===== config.mk =====
export PLATFORM = sky130hd
export DESIGN_NAME = rmhs_sequencer
export DESIGN_NICKNAME = d
export VERILOG_FILES = /design/src/pkg/rmhs_pkg.sv /design/src/logic/rmhs_debounce.sv /design/src/logic/rmhs_sequencer.sv
export SDC_FILE = /design/constraint.sdc
export NUM_CORES = 1
export LEC_CHECK = 0
export ABC_CLOCK_PERIOD_IN_PS = 3300
export BUFFER_PORTS_ARGS = -buffer_cell sky130_fd_sc_hd__buf_2
export CAP_MARGIN = 0
export CORE_MARGIN = 2
export CORE_UTILIZATION = 35
export CTS_CLUSTER_DIAMETER = 100
export DETAILED_ROUTE_END_ITERATION = 6
export SETUP_SLACK_MARGIN = 0.5
export SYNTH_ARGS = -nofsm -noshare
export SYNTH_HDL_FRONTEND = slang
export SYNTH_SLANG_ARGS = --single-unit

===== constraint.sdc =====
create_clock -name clk -period 3.3 [get_ports clk]
set_clock_uncertainty 0.1 [all_clocks]
set_input_delay 0.66 -clock clk [delete_from_list [all_inputs] [get_ports clk]]
set_output_delay 0.66 -clock clk [all_outputs]
set_load 0.01 [all_outputs]

===== src/pkg/rmhs_pkg.sv =====
package rmhs_pkg;

  // ********************
  // Timing
  // ********************
  localparam int CLK_HZ = 40000000;
  // Half a millisecond of quiet; lengthen for bouncy ejector switches
  localparam int DEBOUNCE_US = 500;
  localparam int DEBOUNCE_CYCLES = (CLK_HZ / 1000000) * DEBOUNCE_US;
  localparam int DEB_W = 18;

  // ********************
  // Register map (word index = byte offset / 4 not used; plain byte offsets)
  // ********************
  localparam logic [3:0] REG_CONTROL = 4'h0;
  localparam logic [3:0] REG_STATUS = 4'h4;
  localparam logic [3:0] REG_STATE = 4'h8;

  // Control bits, write-one pulses
  localparam int CTL_BUS_UP = 0;
  localparam int CTL_IDENT_DONE = 1;
  localparam int CTL_POWER_GRANT = 2;
  localparam int CTL_REMOVAL_GRANT = 3;
  localparam int CTL_REMOVAL_DENY = 4;
  localparam int CTL_KEYED_OFF_DONE = 5;

  // Status bits
  localparam int STS_PRESENT = 0;
  localparam int STS_EJECT = 1;
  localparam int STS_MGMT_PWR = 2;
  localparam int STS_PAYLOAD_PWR = 3;
  localparam int STS_LINK_EN = 4;
  localparam int STS_LED = 5;
  localparam int STS_READ_IDENT = 6;
  localparam int STS_POWER_REQ = 7;
  localparam int STS_FUNCTIONAL = 8;
  localparam int STS_REMOVAL_REQ = 9;
  localparam int STS_KEYED_OFF_REQ = 10;
  localparam int STS_SAFE = 11;

  typedef enum logic [3:0] {
    ST_EMPTY = 4'h0,
    ST_WAIT_BUS = 4'h1,
    ST_READ_IDENT = 4'h2,
    ST_POWER_REQ = 4'h3,
    ST_LINK_ON = 4'h4,
    ST_ACTIVE = 4'h5,
    ST_REMOVAL_REQ = 4'h6,
    ST_KEYED_OFF = 4'h7,
    ST_LINK_OFF = 4'h8,
    ST_PAYLOAD_OFF = 4'h9,
    ST_SAFE = 4'hA
  } rmhs_state_type;

endpackage


===== src/logic/rmhs_debounce.sv =====
`timescale 1ns/1ps
module rmhs_debounce (
  input wire logic clk,
  input wire logic reset,
  input wire logic pin,
  output logic level
);
  import rmhs_pkg::*;

  // ********************
  // Sync and filter
  // ********************
  logic sync_a;
  logic sync_b;
  logic [DEB_W-1:0] count;
  logic [DEB_W-1:0] next_count;
  logic next_level;

  always_comb begin
    next_count = '0;
    next_level = level;
    if (sync_b != level) begin
      // Level changes only after a full quiet period
      if (count == DEB_W'(DEBOUNCE_CYCLES - 1)) begin
        next_level = sync_b;
      end else begin
        next_count = count + 1'b1;
      end
    end
  end

  always_ff @(posedge clk or posedge reset) begin
    if (reset) begin
      sync_a <= 1'b1;
      sync_b <= 1'b1;
      count <= '0;
      level <= 1'b1;
    end else begin
      sync_a <= pin;
      sync_b <= sync_a;
      count <= next_count;
      level <= next_level;
    end
  end
endmodule


===== src/logic/rmhs_sequencer.sv =====
// The register addresses and the strobed register port were decided locally.
`timescale 1ns/1ps
module rmhs_sequencer (
  input wire logic clk,
  input wire logic reset,
  input wire logic presence_n,
  input wire logic rear_module_eject_request,
  input wire logic [3:0] addr,
  input wire logic [31:0] wdata,
  input wire logic wr,
  input wire logic rd,
  output logic [31:0] rdata,
  output logic mgmt_power_en,
  output logic payload_power_en,
  output logic link_en,
  output logic led_blue
);
  import rmhs_pkg::*;

  // ********************
  // Input conditioning
  // ********************
  logic present_n_deb;
  logic eject_deb;
  logic eject_n_deb;

  rmhs_debounce u_presence (
    .clk(clk),
    .reset(reset),
    .pin(presence_n),
    .level(present_n_deb)
  );

  // Eject filtered inverted so its reset level reads as idle
  rmhs_debounce u_eject (
    .clk(clk),
    .reset(reset),
    .pin(~rear_module_eject_request),
    .level(eject_n_deb)
  );

  logic present;
  assign present = ~present_n_deb;
  assign eject_deb = ~eject_n_deb;

  // ********************
  // Software command pulses
  // ********************
  function automatic logic cmd(input logic [3:0] a, input logic w, input logic [31:0] d, input int b);
    cmd = w && (a == REG_CONTROL) && d[b];
  endfunction

  logic c_bus;
  logic c_ident;
  logic c_pgrant;
  logic c_rgrant;
  logic c_rdeny;
  logic c_keyed;
  assign c_bus = cmd(addr, wr, wdata, CTL_BUS_UP);
  assign c_ident = cmd(addr, wr, wdata, CTL_IDENT_DONE);
  assign c_pgrant = cmd(addr, wr, wdata, CTL_POWER_GRANT);
  assign c_rgrant = cmd(addr, wr, wdata, CTL_REMOVAL_GRANT);
  assign c_rdeny = cmd(addr, wr, wdata, CTL_REMOVAL_DENY);
  assign c_keyed = cmd(addr, wr, wdata, CTL_KEYED_OFF_DONE);

  // ********************
  // Sequencer
  // ********************
  rmhs_state_type state;
  rmhs_state_type next_state;

  always_comb begin
    next_state = state;
    unique case (state)
      ST_EMPTY: begin
        if (present) begin
          next_state = ST_WAIT_BUS;
        end
      end
      ST_WAIT_BUS: begin
        if (c_bus) begin
          next_state = ST_READ_IDENT;
        end
      end
      ST_READ_IDENT: begin
        if (c_ident) begin
          next_state = ST_POWER_REQ;
        end
      end
      ST_POWER_REQ: begin
        if (c_pgrant) begin
          next_state = ST_LINK_ON;
        end
      end
      ST_LINK_ON: begin
        next_state = ST_ACTIVE;
      end
      ST_ACTIVE: begin
        if (eject_deb) begin
          next_state = ST_REMOVAL_REQ;
        end
      end
      ST_REMOVAL_REQ: begin
        if (c_rgrant) begin
          next_state = ST_KEYED_OFF;
        end else if (c_rdeny) begin
          next_state = ST_ACTIVE;
        end
      end
      ST_KEYED_OFF: begin
        if (c_keyed) begin
          next_state = ST_LINK_OFF;
        end
      end
      ST_LINK_OFF: begin
        next_state = ST_PAYLOAD_OFF;
      end
      ST_PAYLOAD_OFF: begin
        next_state = ST_SAFE;
      end
      ST_SAFE: begin
        if (!present) begin
          next_state = ST_EMPTY;
        end
      end
      default: begin
        next_state = ST_EMPTY;
      end
    endcase
    // Module yanked early: drop everything at once, safety first
    if (!present && state != ST_EMPTY) begin
      next_state = ST_EMPTY;
    end
  end

  // ********************
  // Outputs from state
  // ********************
  logic next_mgmt;
  logic next_payload;
  logic next_link;
  logic next_led;

  always_comb begin
    next_mgmt = (next_state != ST_EMPTY);
    next_payload = (next_state == ST_LINK_ON) || (next_state == ST_ACTIVE) ||
                   (next_state == ST_REMOVAL_REQ) || (next_state == ST_KEYED_OFF) ||
                   (next_state == ST_LINK_OFF);
    // Link stands for the module side enable after ramp-up
    next_link = (next_state == ST_ACTIVE) || (next_state == ST_REMOVAL_REQ) ||
                (next_state == ST_KEYED_OFF);
    next_led = (next_state == ST_WAIT_BUS) || (next_state == ST_SAFE);
  end

  always_ff @(posedge clk or posedge reset) begin
    if (reset) begin
      state <= ST_EMPTY;
      mgmt_power_en <= 1'b0;
      payload_power_en <= 1'b0;
      link_en <= 1'b0;
      led_blue <= 1'b0;
    end else begin
      state <= next_state;
      mgmt_power_en <= next_mgmt;
      payload_power_en <= next_payload;
      link_en <= next_link;
      led_blue <= next_led;
    end
  end

  // ********************
  // Register read
  // ********************
  logic [31:0] status_word;
  logic [31:0] next_rdata;

  always_comb begin
    status_word = '0;
    status_word[STS_PRESENT] = present;
    status_word[STS_EJECT] = eject_deb;
    status_word[STS_MGMT_PWR] = mgmt_power_en;
    status_word[STS_PAYLOAD_PWR] = payload_power_en;
    status_word[STS_LINK_EN] = link_en;
    status_word[STS_LED] = led_blue;
    status_word[STS_READ_IDENT] = (state == ST_READ_IDENT);
    status_word[STS_POWER_REQ] = (state == ST_POWER_REQ);
    status_word[STS_FUNCTIONAL] = (state == ST_ACTIVE);
    status_word[STS_REMOVAL_REQ] = (state == ST_REMOVAL_REQ);
    status_word[STS_KEYED_OFF_REQ] = (state == ST_KEYED_OFF);
    status_word[STS_SAFE] = (state == ST_SAFE);
    next_rdata = '0;
    if (rd) begin
      unique case (addr)
        REG_STATUS: next_rdata = status_word;
        REG_STATE: next_rdata = {28'h0000000, state};
        default: next_rdata = '0;
      endcase
    end
  end

  always_ff @(posedge clk or posedge reset) begin
    if (reset) begin
      rdata <= '0;
    end else begin
      rdata <= next_rdata;
    end
  end
endmodule


=== After elaboration in Yosys (flattened, before gate mapping) ===
Index checks and enable logic that the tools add are counted.

* Bits in registers: 82
* Output and inout port bits: 36
* Input port bits: 42

* $add $sub $neg: 2
* Bitwise operators: 3
* Muxes and demuxes: 17
* Equality and inequality tests: 23
* Reductions and logical operators: 21

{| class="wikitable"
|+ Operators by type and width
! kind !! count
|-
| 2-to-1 mux 18 bit || 4
|-
| case mux 4 bit (11 select lines) || 1
|-
| 2-to-1 mux 4 bit || 10
|-
| adder 18 x 1 -> 18 bit (second input constant) || 2
|-
| equality test 18 x 15 -> 1 bit (second input constant) || 2
|-
| equality test 4 x 3 -> 1 bit (second input constant) || 9
|-
| equality test 4 bit (second input constant) || 6
|-
| case mux 12 bit (2 select lines) || 1
|-
| 2-to-1 mux 12 bit || 1
|-
| equality test 4 x 1 -> 1 bit (second input constant) || 2
|-
| equality test 4 x 2 -> 1 bit (second input constant) || 2
|-
| logical AND 1 bit || 8
|-
| logical NOT 4 bit || 2
|-
| nonzero test 4 bit || 2
|-
| logical OR 1 bit || 7
|-
| AND reduction 2 bit || 2
|-
| NOT 1 bit || 3
|-
| inequality test 1 bit || 2
|}

=== Depth between registers and ports, before layout ===
Gate-level depths: netlist of run 1.

* Depth after elaboration: 12
* Depth in mapped cells: 7

=== Hierarchy ===
Synthesis of run 1 repeated with hierarchy kept, for this count alone.

* Cell total of the unflattened synthesis: 324
* Area total of the unflattened synthesis: 3225.6 um2

{| class="wikitable"
|+ By module, submodules not included
! module !! instances !! cells an instance !! area an instance (um2)
|-
| rmhs_sequencer || 1 || 124 || 1166.1
|-
| rmhs_debounce at u_eject || 1 || 98 || 1038.5
|-
| rmhs_debounce at u_presence || 1 || 102 || 1021.0
|}

=== Worst setup path before layout of run 1 ===
No wires, ideal clock.

* Path type: in2reg
* From: input port addr[2]
* To: register link_en
* Buffers on the path: 0
* Data arrival time: 2047 ps
* Stages on the path: 6
* Library setup time: 117 ps
* Setup slack: 1035 ps
* Path through: or3b_4 -> o311ai_1 -> o21ai_1 -> or4_1 -> nor2_1 -> nor2_1

* Longest elaborated chain between the ends: 10
* Elaborated cells on any way between the ends: 21
* Those cells by class: 3 x eq/ne; 8 x mux; 10 x reduce/logical

{| class="wikitable"
|+ Ends and longest elaborated chain
! what !! line !! RTL
|-
| start: declaration || rmhs_sequencer.sv:8 || <nowiki>input wire logic [3:0] addr,</nowiki>
|-
| logical NOT 4 bit * || rmhs_sequencer.sv:50 || <nowiki>cmd = w && (a == REG_CONTROL) && d[b];</nowiki>
|-
| logical AND 1 bit * || rmhs_sequencer.sv:50 ||
|-
| logical AND 1 bit || rmhs_sequencer.sv:50 ||
|-
| 2-to-1 mux 4 bit || rmhs_sequencer.sv:106 || <nowiki>end else if (c_rdeny) begin</nowiki>
|-
| 2-to-1 mux 4 bit || rmhs_sequencer.sv:104 || <nowiki>if (c_rgrant) begin</nowiki>
|-
| case mux 4 bit (11 select lines) * || rmhs_sequencer.sv:74 || <nowiki>unique case (state)</nowiki>
|-
| 2-to-1 mux 4 bit * || rmhs_sequencer.sv:131 || <nowiki>if (!present && state != ST_EMPTY) begin</nowiki>
|-
| equality test 4 x 3 -> 1 bit || rmhs_sequencer.sv:150 || <nowiki>next_link = (next_state == ST_ACTIVE) || (next_state == ST_REMOVAL_REQ) ||</nowiki>
|-
| logical OR 1 bit || rmhs_sequencer.sv:150 ||
|-
| logical OR 1 bit * || rmhs_sequencer.sv:150 ||
|-
| named net next_link || rmhs_sequencer.sv:141 || <nowiki>logic next_link;</nowiki>
|-
| end signal: assignment || rmhs_sequencer.sv:166 || <nowiki>link_en <= next_link;</nowiki>
|-
| end: declaration || rmhs_sequencer.sv:15 || <nowiki>output logic link_en,</nowiki>
|}

Mark *: on every way through the listed nets, which the timed path passes. The rest lies on a longest branch.
A chain may end at the register's enable or synchronous reset.

=== Worst setup path after layout of run 1 ===
Ends and elaborated chain as after synthesis.

==> metrics.md, run 1 <==
| Metric | Value |
|---|---|
| Hold Path Class | `reg -> reg` |
| Total Nets Final | `389` |
| Synth top area cells | `dfrtp_1, nor2_1, buf_4` |
| Fillers | `just under 900` |
| Initial antenna violation count | `0` |
| First DRT Iteration DRCs | `87` |
| Routed wire length | `about 5500 µm` |
| Worst Path Max Fanout | `4` |
| Leading cell types in the layout, fill and taps excluded | `nor2_1, dfrtp_1, buf_2, nand2_1, conb_1` |
| CTS sink count | `between 60 and 70` |
| WS Path Type | `in -> reg` |
| Total CTS buffers | `9` |
| M2 GR Usage | `20.4%` |
| Die H | `97.2 µm` |
| RSZ-0062 raised after global routing | `false` |
| Vias post-DR | `2137` |
| Slew headroom | `56.4%` |
| First-pass GRT wire length | `9630 µm` |
| Peak supply drop | `0.322 mV` |
| Post-layout min period | `roughly 2.2 ns` |
| GPL Wtd Cong | `0.777` |
| Actual slew at the worst max-slew pin | `0.652 ns` |
| CP Data Required Time | `3.42 ns` |
| Fin Hold WS | `approximately 0.26 ns` |
| Final instance area | `0.00346 mm²` |
| Placement Cell Area | `0.00322 mm²` |
| Setup-failing EPs final | `0` |
| Met1 usage | `about 16%` |
| Max Slew Vio Count | `0` |
| Routed wire per std cell | `12.0 µm` |
| Drt drc | `0` |
| Power per cell area | `585 mW/mm²` |
| Area Overhead vs Synth | `13.9%` |
| DP HPWL | `3970 µm` |
| Dpl ws | `0.742 ns` |
| Die Span X | `roughly 100 µm` |
| Vias in the first global route | `roughly 2.2k` |
| Status | `finished clean` |
| Synth top area share | `46.1%` |
| I/O pin count | `78` |
| Mapped Cells | `313` |
| Post-CTS Hold Buffers | `0` |
| Number of synthesized flops with an enable pin | `0` |
| Synth warn | `0` |
| Share of layout cells above drive strength 1 | `20.0%` |
| Global routing usage on met3 | `3.17%` |
| # rows | `34` |
| CTS root buf | `clkbuf_8` |
| H-tree levels | `3` |
| Reg2Reg Launch Point | `u_presence.count[12]` |
| Vias per inst | `about 4.7` |
| Critical hold path startpoint | `u_eject.sync_a` |
| Most Crowded Layer GR | `met2` |
| Setup bufs post-CTS | `0` |
| Crit path capture type | `register` |
| Register area share after synthesis | `51.3%` |
| Final Cycle Share | `66.8%` |
| Setup crit start kind | `input port` |
| PortBufs | `31` |
| Max Freq | `roughly 0.45 GHz` |
| Synth area leader | `dfrtp_1` |
| Clock buffer depth | `2` |
| Post-route ant nets | `0` |
| Flops & latches, synth | `62` |
| Final setup margin | `1.10 ns` |
| Final core occ | `40.3%` |
| Leak | `~0.0016 µW` |
| Die area | `approximately 0.0095 mm²` |
| Reg clk slew, reported paths | `about 0.07 ns` |
| CTS tree | `done` |
| Average size of a mapped cell | `a little under 10 µm²` |
| # resized after CTS | `0` |
| Max Cap Violations | `0` |
| Core ar. | `0.00859 mm²` |
| Worst setup startpoint | `addr[2]` |
| Grt total ovfl | `0` |
| Largest net degree at the start of global routing | `35` |
| Syn Std Cell Area | `a little over 0.003 mm²` |
| Distinct cells, synth | `49` |
| # diodes | `0` |
| Gr usage total | `12.5%` |
| Clock Latency Late Sink | `between 0.3 and 0.4 ns` |
| Critical path arrival | `about 2.3 ns` |
| Main flop type after synthesis | `dfrtp_1` |
| Final hold vios | `0` |
| Initial core utilization | `35.4%` |
| Fin Setup TNS | `0 ns` |
| Drt pass-1 iters | `6` |
| Ys async rst share | `100%` |
power by group:
group | switching [µW] | internal, µW
registers | 87.9 | 809
clock network | 303 | 504
logic | 184 | 141
critical path, stage by stage:
cell and delay (ns):
buf_2 0.12, or3b_4 0.41, o311ai_1 0.30, o21ai_1 0.13
or4_1 0.53, nor2_1 0.13, nor2_1 0.05
layer usage:
layer | share of wire, % | wire length, µm
met1 | 49 | 2690
met2 | 47 | 2600
met3 | 3.1 | 171
met4 | 0.96 | 53
met5 | 0 | 0
area by class of cell:
class                      instances  area, µm²  share of cell area (%)
clock inverter                     7        121                    3.50
sequential                        62       1560                    45.0
multi-input combinational        228       1310                    37.9
timing repair buffer              33        170                    4.91
inverter                          11       41.3                    1.19
clock buffer                       9        124                    3.58
tap                              108        135                    3.90
logic make-up (layout without fill, tap and decap cells):
kind of cell,after synthesis,after routing,share of synthesized area [%]
AND/OR/NAND/NOR,142,142,22.7
flip-flops,62,62,51.3
buffers and inverters,42,60,7.94
AO/OA/AOI/OAI,31,31,7.53
XOR/XNOR,31,31,8.93
adder cells (fa/ha/maj),2,2,0.823
multiplexers,2,2,0.740
other,1,20,0.123
registers in the layout, indices dropped and copies added (netlist names):
| name | cells |
|---|---|
| rdata | 12 |
| u_eject.level | 1 |
| payload_power_en | 1 |
| u_presence.sync_b | 1 |
| state | 4 |
| u_presence.count | 18 |
| mgmt_power_en | 1 |
| link_en | 1 |
| u_eject.sync_b | 1 |
| u_eject.sync_a | 1 |
| u_presence.level | 1 |
| u_presence.sync_a | 1 |
| led_blue | 1 |
| u_eject.count | 18 |
final timing paths:
kind	endpoint	slack, ns	depth (start not counted)
min in group asynchronous	u_eject.count[15]	0.30	3
min	u_eject.sync_b	0.26	0
min reg2reg	u_eject.sync_b	0.26	0
max in group asynchronous	u_eject.level	2.45	3
max reg2reg	u_presence.count[5]	1.10	4
max	link_en	1.10	7
Yosys cell counts (2+ instances only):
master,count
and3_1,7
nor2_1,56
xor2_1,18
a21oi_1,9
xnor2_1,13
mux2_2,2
a22o_1,2
or3_1,3
inv_1,11
clkbuf_1,8
nand2_1,22
ha_1,2
nand4_1,7
dfrtp_1,56
nor3_1,8
nor4_1,5
buf_4,22
and2_1,3
nor3b_1,3
or2_2,3
dfstp_2,6
nand3_1,15
o21ai_0,6
metrics by stage:
step	cells	power (µW)
2_1_floorplan	332	1170
3_3_place_gp	442	1230
3_5_place_dp	442	1240
4_1_cts	458	2050
5_1_grt	458	2130
6_report	458	2030
No activity file was read; power rests on OpenSTA's default activity.
==> inputs of run 2 (changes only) <==
--- a/config.mk
+++ b/config.mk
@@ -5,7 +5,7 @@
 export SDC_FILE = /design/constraint.sdc
 export NUM_CORES = 1
 export LEC_CHECK = 0
-export ABC_CLOCK_PERIOD_IN_PS = 3300
+export ABC_CLOCK_PERIOD_IN_PS = 2250
 export BUFFER_PORTS_ARGS = -buffer_cell sky130_fd_sc_hd__buf_2
 export CAP_MARGIN = 0
 export CORE_MARGIN = 2
==> constraint.sdc (replaced) <==
create_clock -name clk -period 2.25 [get_ports clk]
set_clock_uncertainty 0.1 [all_clocks]
set_input_delay 0.45 -clock clk [delete_from_list [all_inputs] [get_ports clk]]
set_output_delay 0.45 -clock clk [all_outputs]
set_load 0.01 [all_outputs]
==> metrics.md, run 2 (synthesis gave the netlist of run 1 again) <==
| Metric | Value |
|---|---|
| Status | `finished clean` |
| Drt drc | `0 (unchanged)` |
| Final Cycle Share | `between 80% and 90%` |
| Routed wire length | `6980 µm (+27%)` |
| I/O pin count | `78 (unchanged)` |
| Core ar. | `0.00859 mm² (unchanged)` |
| Comb pwr share | `28.4% (+12 points)` |
| GPL Wtd Cong | `0.861 (+11%)` |
| Routed wire per std cell | `14.2 µm (+18%)` |
| Largest net degree at the start of global routing | `63 (+80%)` |
| Vias per inst | `4.84 (+3.8%)` |
| Cell Int Power | `2390 µW (+65%)` |
| Reg2Reg Launch Point | `u_presence.count[13]` |
| Vias in the first global route | `2360 (+9.1%)` |
| Worst setup startpoint | `u_presence.count[13]` |
| Worst setup path endpoint | `u_presence.level` |
| CTS sink count | `62 (unchanged)` |
| Setup crit start kind | `register` |
| RSZ-0062 raised after global routing | `true` |
| Worst r2r dst | `u_presence.level` |
| Biggest regs | `u_eject.count (18), u_presence.count (18), rdata (12)` |
| Drt pass-1 iters | `4 (-2)` |
| Final Power | `3420 µW (+69%)` |
| Final hold vios | `0 (unchanged)` |
| Die H | `97.2 µm (unchanged)` |
| Path depth of the worst reg2reg path | `4 (unchanged)` |
| Total CTS buffers | `9 (unchanged)` |
| Critical Path Max Stage Delay | `0.55 ns (+0.02 ns)` |
| Sw frac | `29.9% (+1.6 points)` |
| CP Data Required Time | `2.42 ns (-1.00 ns)` |
| DP HPWL | `4260 µm (+7.3%)` |
| Area Overhead vs Synth | `31.1%` |
| Slowest stage cell, crit path | `or4b_4` |
| First DRT Iteration DRCs | `106 (+22%)` |
| Post-route ant nets | `0 (unchanged)` |
| Worst Path Max Fanout | `3 (-1)` |
| Vias post-DR | `2387 (+12%)` |
| Global routing usage on met3 | `3.17% (unchanged)` |
| H-tree levels | `3 (unchanged)` |
| Flop-to-flop setup slack | `0.30 ns (-0.79 ns)` |
| First-pass GRT wire length | `11200 µm (+17%)` |
| Reg clk slew, reported paths | `0.07 ns (about the same)` |
| Clock group share of total power | `34.4% (-5.4 points)` |
| PortBufs | `31 (unchanged)` |
| Commonest non-fill, non-tap cell in the layout | `dfrtp_1` |
| CTS tree | `done` |
| Met1 usage | `18.6% (+2.6 points)` |
| Leak | `0.00181 µW (+14%)` |
| Crit path capture type | `register` |
| # rows | `34 (unchanged)` |
| WP buf/inv | `1 (unchanged)` |
| Die area | `0.00945 mm² (unchanged)` |
| Max Freq | `0.514 GHz` |
| Sequential power share | `37.3% (-6.9 points)` |
| Grt total ovfl | `0 (unchanged)` |
| WS Path Type | `reg -> reg` |
| Setup-failing EPs final | `0 (unchanged)` |
| Gr usage total | `14.7% (+2.3 points)` |
| Worst path depth | `4 (-3)` |
| Initial antenna violation count | `0 (unchanged)` |
| Sw power | `1020 µW (+78%)` |
| Max Slew Vio Count | `0 (unchanged)` |
| Most Crowded Layer GR | `met2` |
| Power per cell area | `857 mW/mm² (+46%)` |
| Peak supply drop | `0.524 mV (+63%)` |
| # diodes | `0 (unchanged)` |
| Fin Setup TNS | `0 ns (unchanged)` |
| Post-layout min period | `1.95 ns` |
| Worst path cell trace | `or4b_4 -> nor4_4 -> buf_4 -> mux2_4` |
| CTS root buf | `clkbuf_8` |
| Clock Latency Late Sink | `0.34 ns (about the same)` |
| Crit path max-delay family | `simple AND/OR/NAND/NOR gates` |
| Initial core utilization | `35.4% (unchanged)` |
| Die Span X | `97.2 µm (unchanged)` |
| Clock buffer depth | `2 (unchanged)` |
| Total Nets Final | `424 (+9.0%)` |
| Hold Path Class | `in -> async` |
| M2 GR Usage | `24.5% (+4.1 points)` |
| Leading cell types in the layout, fill and taps excluded | `dfrtp_1, nor2_1, buf_2, buf_4` |
| Max Cap Violations | `0 (unchanged)` |
| Share of layout cells above drive strength 1 | `37.7% (+18 points)` |
| Critical path arrival | `2.11 ns (-0.22 ns)` |
run 2: changes by cell type in the layout (fill, tap and decap cells not counted), moves of 3 or more:
cell	delta
dfrtp_2	+4
nor2_2	+10
clkinv_2	+3
dfrtp_1	-4
buf_4	+26
nor2_4	+3
nor2_1	-13
buf_6	+5
nor3_4	+3
nor3_1	-4
or2_4	+5
run 2: how the worst min path moves through the flow:
stage | endpoint | slack [ns] | cells past startpoint
detailed placement | u_presence.sync_b | 0.25 | 0
CTS | u_eject.count[8] | 0.09 | 3
floorplan | u_eject.sync_b | 0.25 | 0
global placement | u_presence.sync_b | 0.25 | 0
global route | u_presence.sync_a | 0.08 | 1
finish | u_eject.count[3] | 0.09 | 3
run 2: layout make-up:
| cell class | instances | area (µm²) |
|---|---|---|
| Clock buffer | 9 | 124 |
| Clock inverter | 7 | 113 |
| Fill cell | 804 | 4610 |
| Inverter | 11 | 45.0 |
| Multi-Input combinational cell | 231 | 1560 |
| Sequential cell | 62 | 1560 |
| Tap cell | 108 | 135 |
| Timing Repair Buffer | 65 | 442 |
run 2: metal layers:
| layer | vias to the layer above | share of wire [%] | wire length (µm) |
|---|---|---|---|
| li1 | 1157 | - | - |
| met1 | 1151 | 42 | 2930 |
| met2 | 64 | 51 | 3580 |
| met3 | 15 | 3.9 | 272 |
| met4 | 0 | 2.9 | 200 |
| met5 | - | 0 | 0 |
run 2: timing repair:
action / in CTS / in global routing
cloned: 3 / 0
hold buffers: 0 / 0
setup buffers: 10 / 8
gates resized for setup: 19 / 42
endpoints found under the setup margin: 41 / 41
pin swaps: 10 / 14
run 2: worst register-to-register path: cells and delay by family (launching register included):
family	cells	cell delay (ns)
buffers and inverters	1	0.18
DFF	1	0.40
muxes	1	0.29
and+or+nand+nor	2	0.90
run 2: metrics by stage:
| stage | hold WS [ns] | cells | instance area (µm²) | utilization (%) | worst slack (ns) |
|---|---|---|---|---|---|
| after floorplan | 0.245 | 332 | 3160 | - | 0.260 |
| after global placement | 0.247 | 456 | 3370 | 39.2 | -0.0741 |
| after detailed placement | 0.250 | 456 | 3370 | 39.2 | -0.0679 |
| after CTS | 0.0880 | 485 | 3770 | 43.9 | 0.339 |
| after global routing | 0.0808 | 493 | 3990 | 46.4 | 0.207 |
| final | 0.0919 | 493 | 3990 | 46.4 | 0.303 |
run 2: power by group through the flow:
stage                     registers, µW  clock network, µW  logic (µW)
final                              1270               1170         969
after detailed placement           1280                  0         665
after floorplan                    1250                  0         467
after CTS                          1260               1200         782
after global placement             1280                  0         653
after global routing               1280               1250        1040
==> inputs of run 3 (changes only) <==
--- a/config.mk
+++ b/config.mk
@@ -5,7 +5,7 @@
 export SDC_FILE = /design/constraint.sdc
 export NUM_CORES = 1
 export LEC_CHECK = 0
-export ABC_CLOCK_PERIOD_IN_PS = 2250
+export ABC_CLOCK_PERIOD_IN_PS = 1900
 export BUFFER_PORTS_ARGS = -buffer_cell sky130_fd_sc_hd__buf_2
 export CAP_MARGIN = 0
 export CORE_MARGIN = 2
==> constraint.sdc (replaced) <==
create_clock -name clk -period 1.9 [get_ports clk]
set_clock_uncertainty 0.1 [all_clocks]
set_input_delay 0.38 -clock clk [delete_from_list [all_inputs] [get_ports clk]]
set_output_delay 0.38 -clock clk [all_outputs]
set_load 0.01 [all_outputs]
==> metrics.md, run 3 (synthesis gave the netlist of run 1 again) <==
| Metric | Value |
|---|---|
| Core ar. | `0.00859 mm² (unchanged)` |
| Total Nets Final | `442 (+4.2%)` |
| Hold Path Class | `in -> reg` |
| CTS tree | `done` |
| # diodes | `0 (unchanged)` |
| Hold path depth | `1` |
| Biggest regs | `u_eject.count (18), u_presence.count (18), rdata (12)` |
| Post-layout min period | `1.87 ns` |
| Vias post-DR | `2417 (+1.3%)` |
| Reg clk slew, reported paths | `0.07 ns (about the same)` |
| Clock Latency Late Sink | `0.34 ns (about the same)` |
| Vias per inst | `4.74 (-2.1%)` |
| Die area | `0.00945 mm² (unchanged)` |
| Worst Path Max Fanout | `3 (unchanged)` |
| Die H | `97.2 µm (unchanged)` |
| CP Data Required Time | `2.01 ns (-0.41 ns)` |
| Final Cycle Share | `between 90% and 100%` |
| Routed wire per std cell | `13.0 µm (-8.2%)` |
| Leak | `0.00186 µW (+2.9%)` |
| Clock buffer depth | `2 (unchanged)` |
| Final Non-Filler Cells | `510 (+3.4%)` |
| Leading cell types in the layout, fill and taps excluded | `dfrtp_1, buf_4, nor2_1, buf_2` |
| Initial core utilization | `35.4% (unchanged)` |
| Initial antenna violation count | `0 (unchanged)` |
| Max Freq | `0.534 GHz` |
| Max Cap Violations | `0 (unchanged)` |
| Die Span X | `97.2 µm (unchanged)` |
| Area Overhead vs Synth | `37.1%` |
| Grt total ovfl | `0 (unchanged)` |
| Fillers | `785 (-2.4%)` |
| Power per cell area | `886 mW/mm² (+3.4%)` |
| Largest net degree at the start of global routing | `25 (-60%)` |
| CTS root buf | `clkbuf_8` |
| Final setup margin | `0.0281 ns (-0.275 ns)` |
| Post-Place Cells | `471 (+3.3%)` |
| First-pass GRT wire length | `10700 µm (-5.0%)` |
| RSZ-0062 raised after global routing | `true` |
| Status | `finished clean` |
| WS Path Type | `in -> reg` |
| Drt pass-1 iters | `4 (unchanged)` |
| GPL Wtd Cong | `0.778 (-9.6%)` |
| Share of layout cells above drive strength 1 | `43.8% (+6.1 points)` |
| Final core occ | `48.5% (+2.1 points)` |
| Peak supply drop | `0.350 mV (-33%)` |
| Post-route ant nets | `0 (unchanged)` |
| Path depth of the worst reg2reg path | `6 (+2)` |
| First DRT Iteration DRCs | `74 (-30%)` |
| DP HPWL | `4160 µm (-2.3%)` |
| H-tree levels | `3 (unchanged)` |
| Dpl ws | `-0.354 ns (-0.286 ns)` |
| Max Slew Vio Count | `0 (unchanged)` |
| Setup-failing EPs final | `0 (unchanged)` |
| CTS sink count | `62 (unchanged)` |
| Gr usage total | `14.2% (-0.57 points)` |
| Final hold vios | `0 (unchanged)` |
| Vias in the first global route | `2324 (-1.5%)` |
| # rows | `34 (unchanged)` |
| Commonest non-fill, non-tap cell in the layout | `dfrtp_1` |
| Critical path arrival | `1.98 ns (-0.13 ns)` |
| I/O pin count | `78 (unchanged)` |
| Crit path capture type | `register` |
| Drt drc | `0 (unchanged)` |
| PortBufs | `31 (unchanged)` |
| Total CTS buffers | `9 (unchanged)` |
| Setup crit start kind | `input port` |
| Routed wire length | `6640 µm (-5.0%)` |
[run 3: where the power goes]
group | internal, µW | total [µW] | switching [µW]
clock | 637 | 1110 | 475
combinational | 534 | 1090 | 552
sequential | 1410 | 1500 | 85.9
[run 3: area by class of cell]
type | instances | area [µm²] | area share (%)
clock inverter | 1 | 30.0 | 0.720
inverter | 11 | 45.0 | 1.08
timing repair buffer | 82 | 579 | 13.9
clock buffer | 14 | 153 | 3.66
sequential | 62 | 1560 | 37.5
tap | 108 | 135 | 3.24
multi-input combinational | 232 | 1670 | 39.9
[run 3: critical path, stage by stage]
cell and delay [ns]:
buf_6 0.09, or3b_4 0.40, buf_6 0.13, buf_4 0.12, nor3_2 0.20, a21oi_1 0.09
a2111o_1 0.40, nand2_1 0.10, o41ai_2 0.07
[run 3: final timing paths]
kind	startpoint	end	slack (ns)
max	addr[3]	led_blue	0.03
min	presence_n	u_presence.sync_a	0.04
max in group asynchronous	reset	u_eject.sync_a	0.66
max reg2reg	u_presence.level	link_en	0.03
min in group asynchronous	reset	u_presence.count[15]	0.51
min reg2reg	u_eject.sync_a	u_eject.sync_b	0.26
[run 3: routing by layer]
metal / vias to the layer above / GRT usage (%) / part of all wire (%)
met4: 0 / 7.37 / 1.9
met2: 39 / 22.9 / 49
li1: 1188 / - / -
met3: 10 / 3.24 / 3.8
met5: - / 0 / 0
met1: 1180 / 17.8 / 46
[run 3: what timing repair did]
| item | in CTS | in global routing |
|---|---|---|
| hold buffers | 1 | 0 |
| endpoints found under the setup margin | 43 | 44 |
| resized for setup | 27 | 37 |
| hold endpoints to repair | 15 | 0 |
| cloned | 4 | 0 |
| pin swaps | 19 | 22 |
| setup buffers | 10 | 9 |
[run 3: per-stage QoR]
| stage | cell area [µm²] | TNS (ns) | power, µW | hold WS [ns] |
|---|---|---|---|---|
| after floorplan | 3260 | -0.0808 | 2090 | 0.245 |
| final | 4170 | 0 | 3700 | 0.0404 |
| after CTS | 3960 | 0 | 3590 | 0.0275 |
| after global routing | 4170 | -0.0995 | 3880 | 0.0317 |
| after detailed placement | 3570 | -1.20 | 2400 | 0.248 |
| after global placement | 3570 | -1.11 | 2390 | 0.246 |
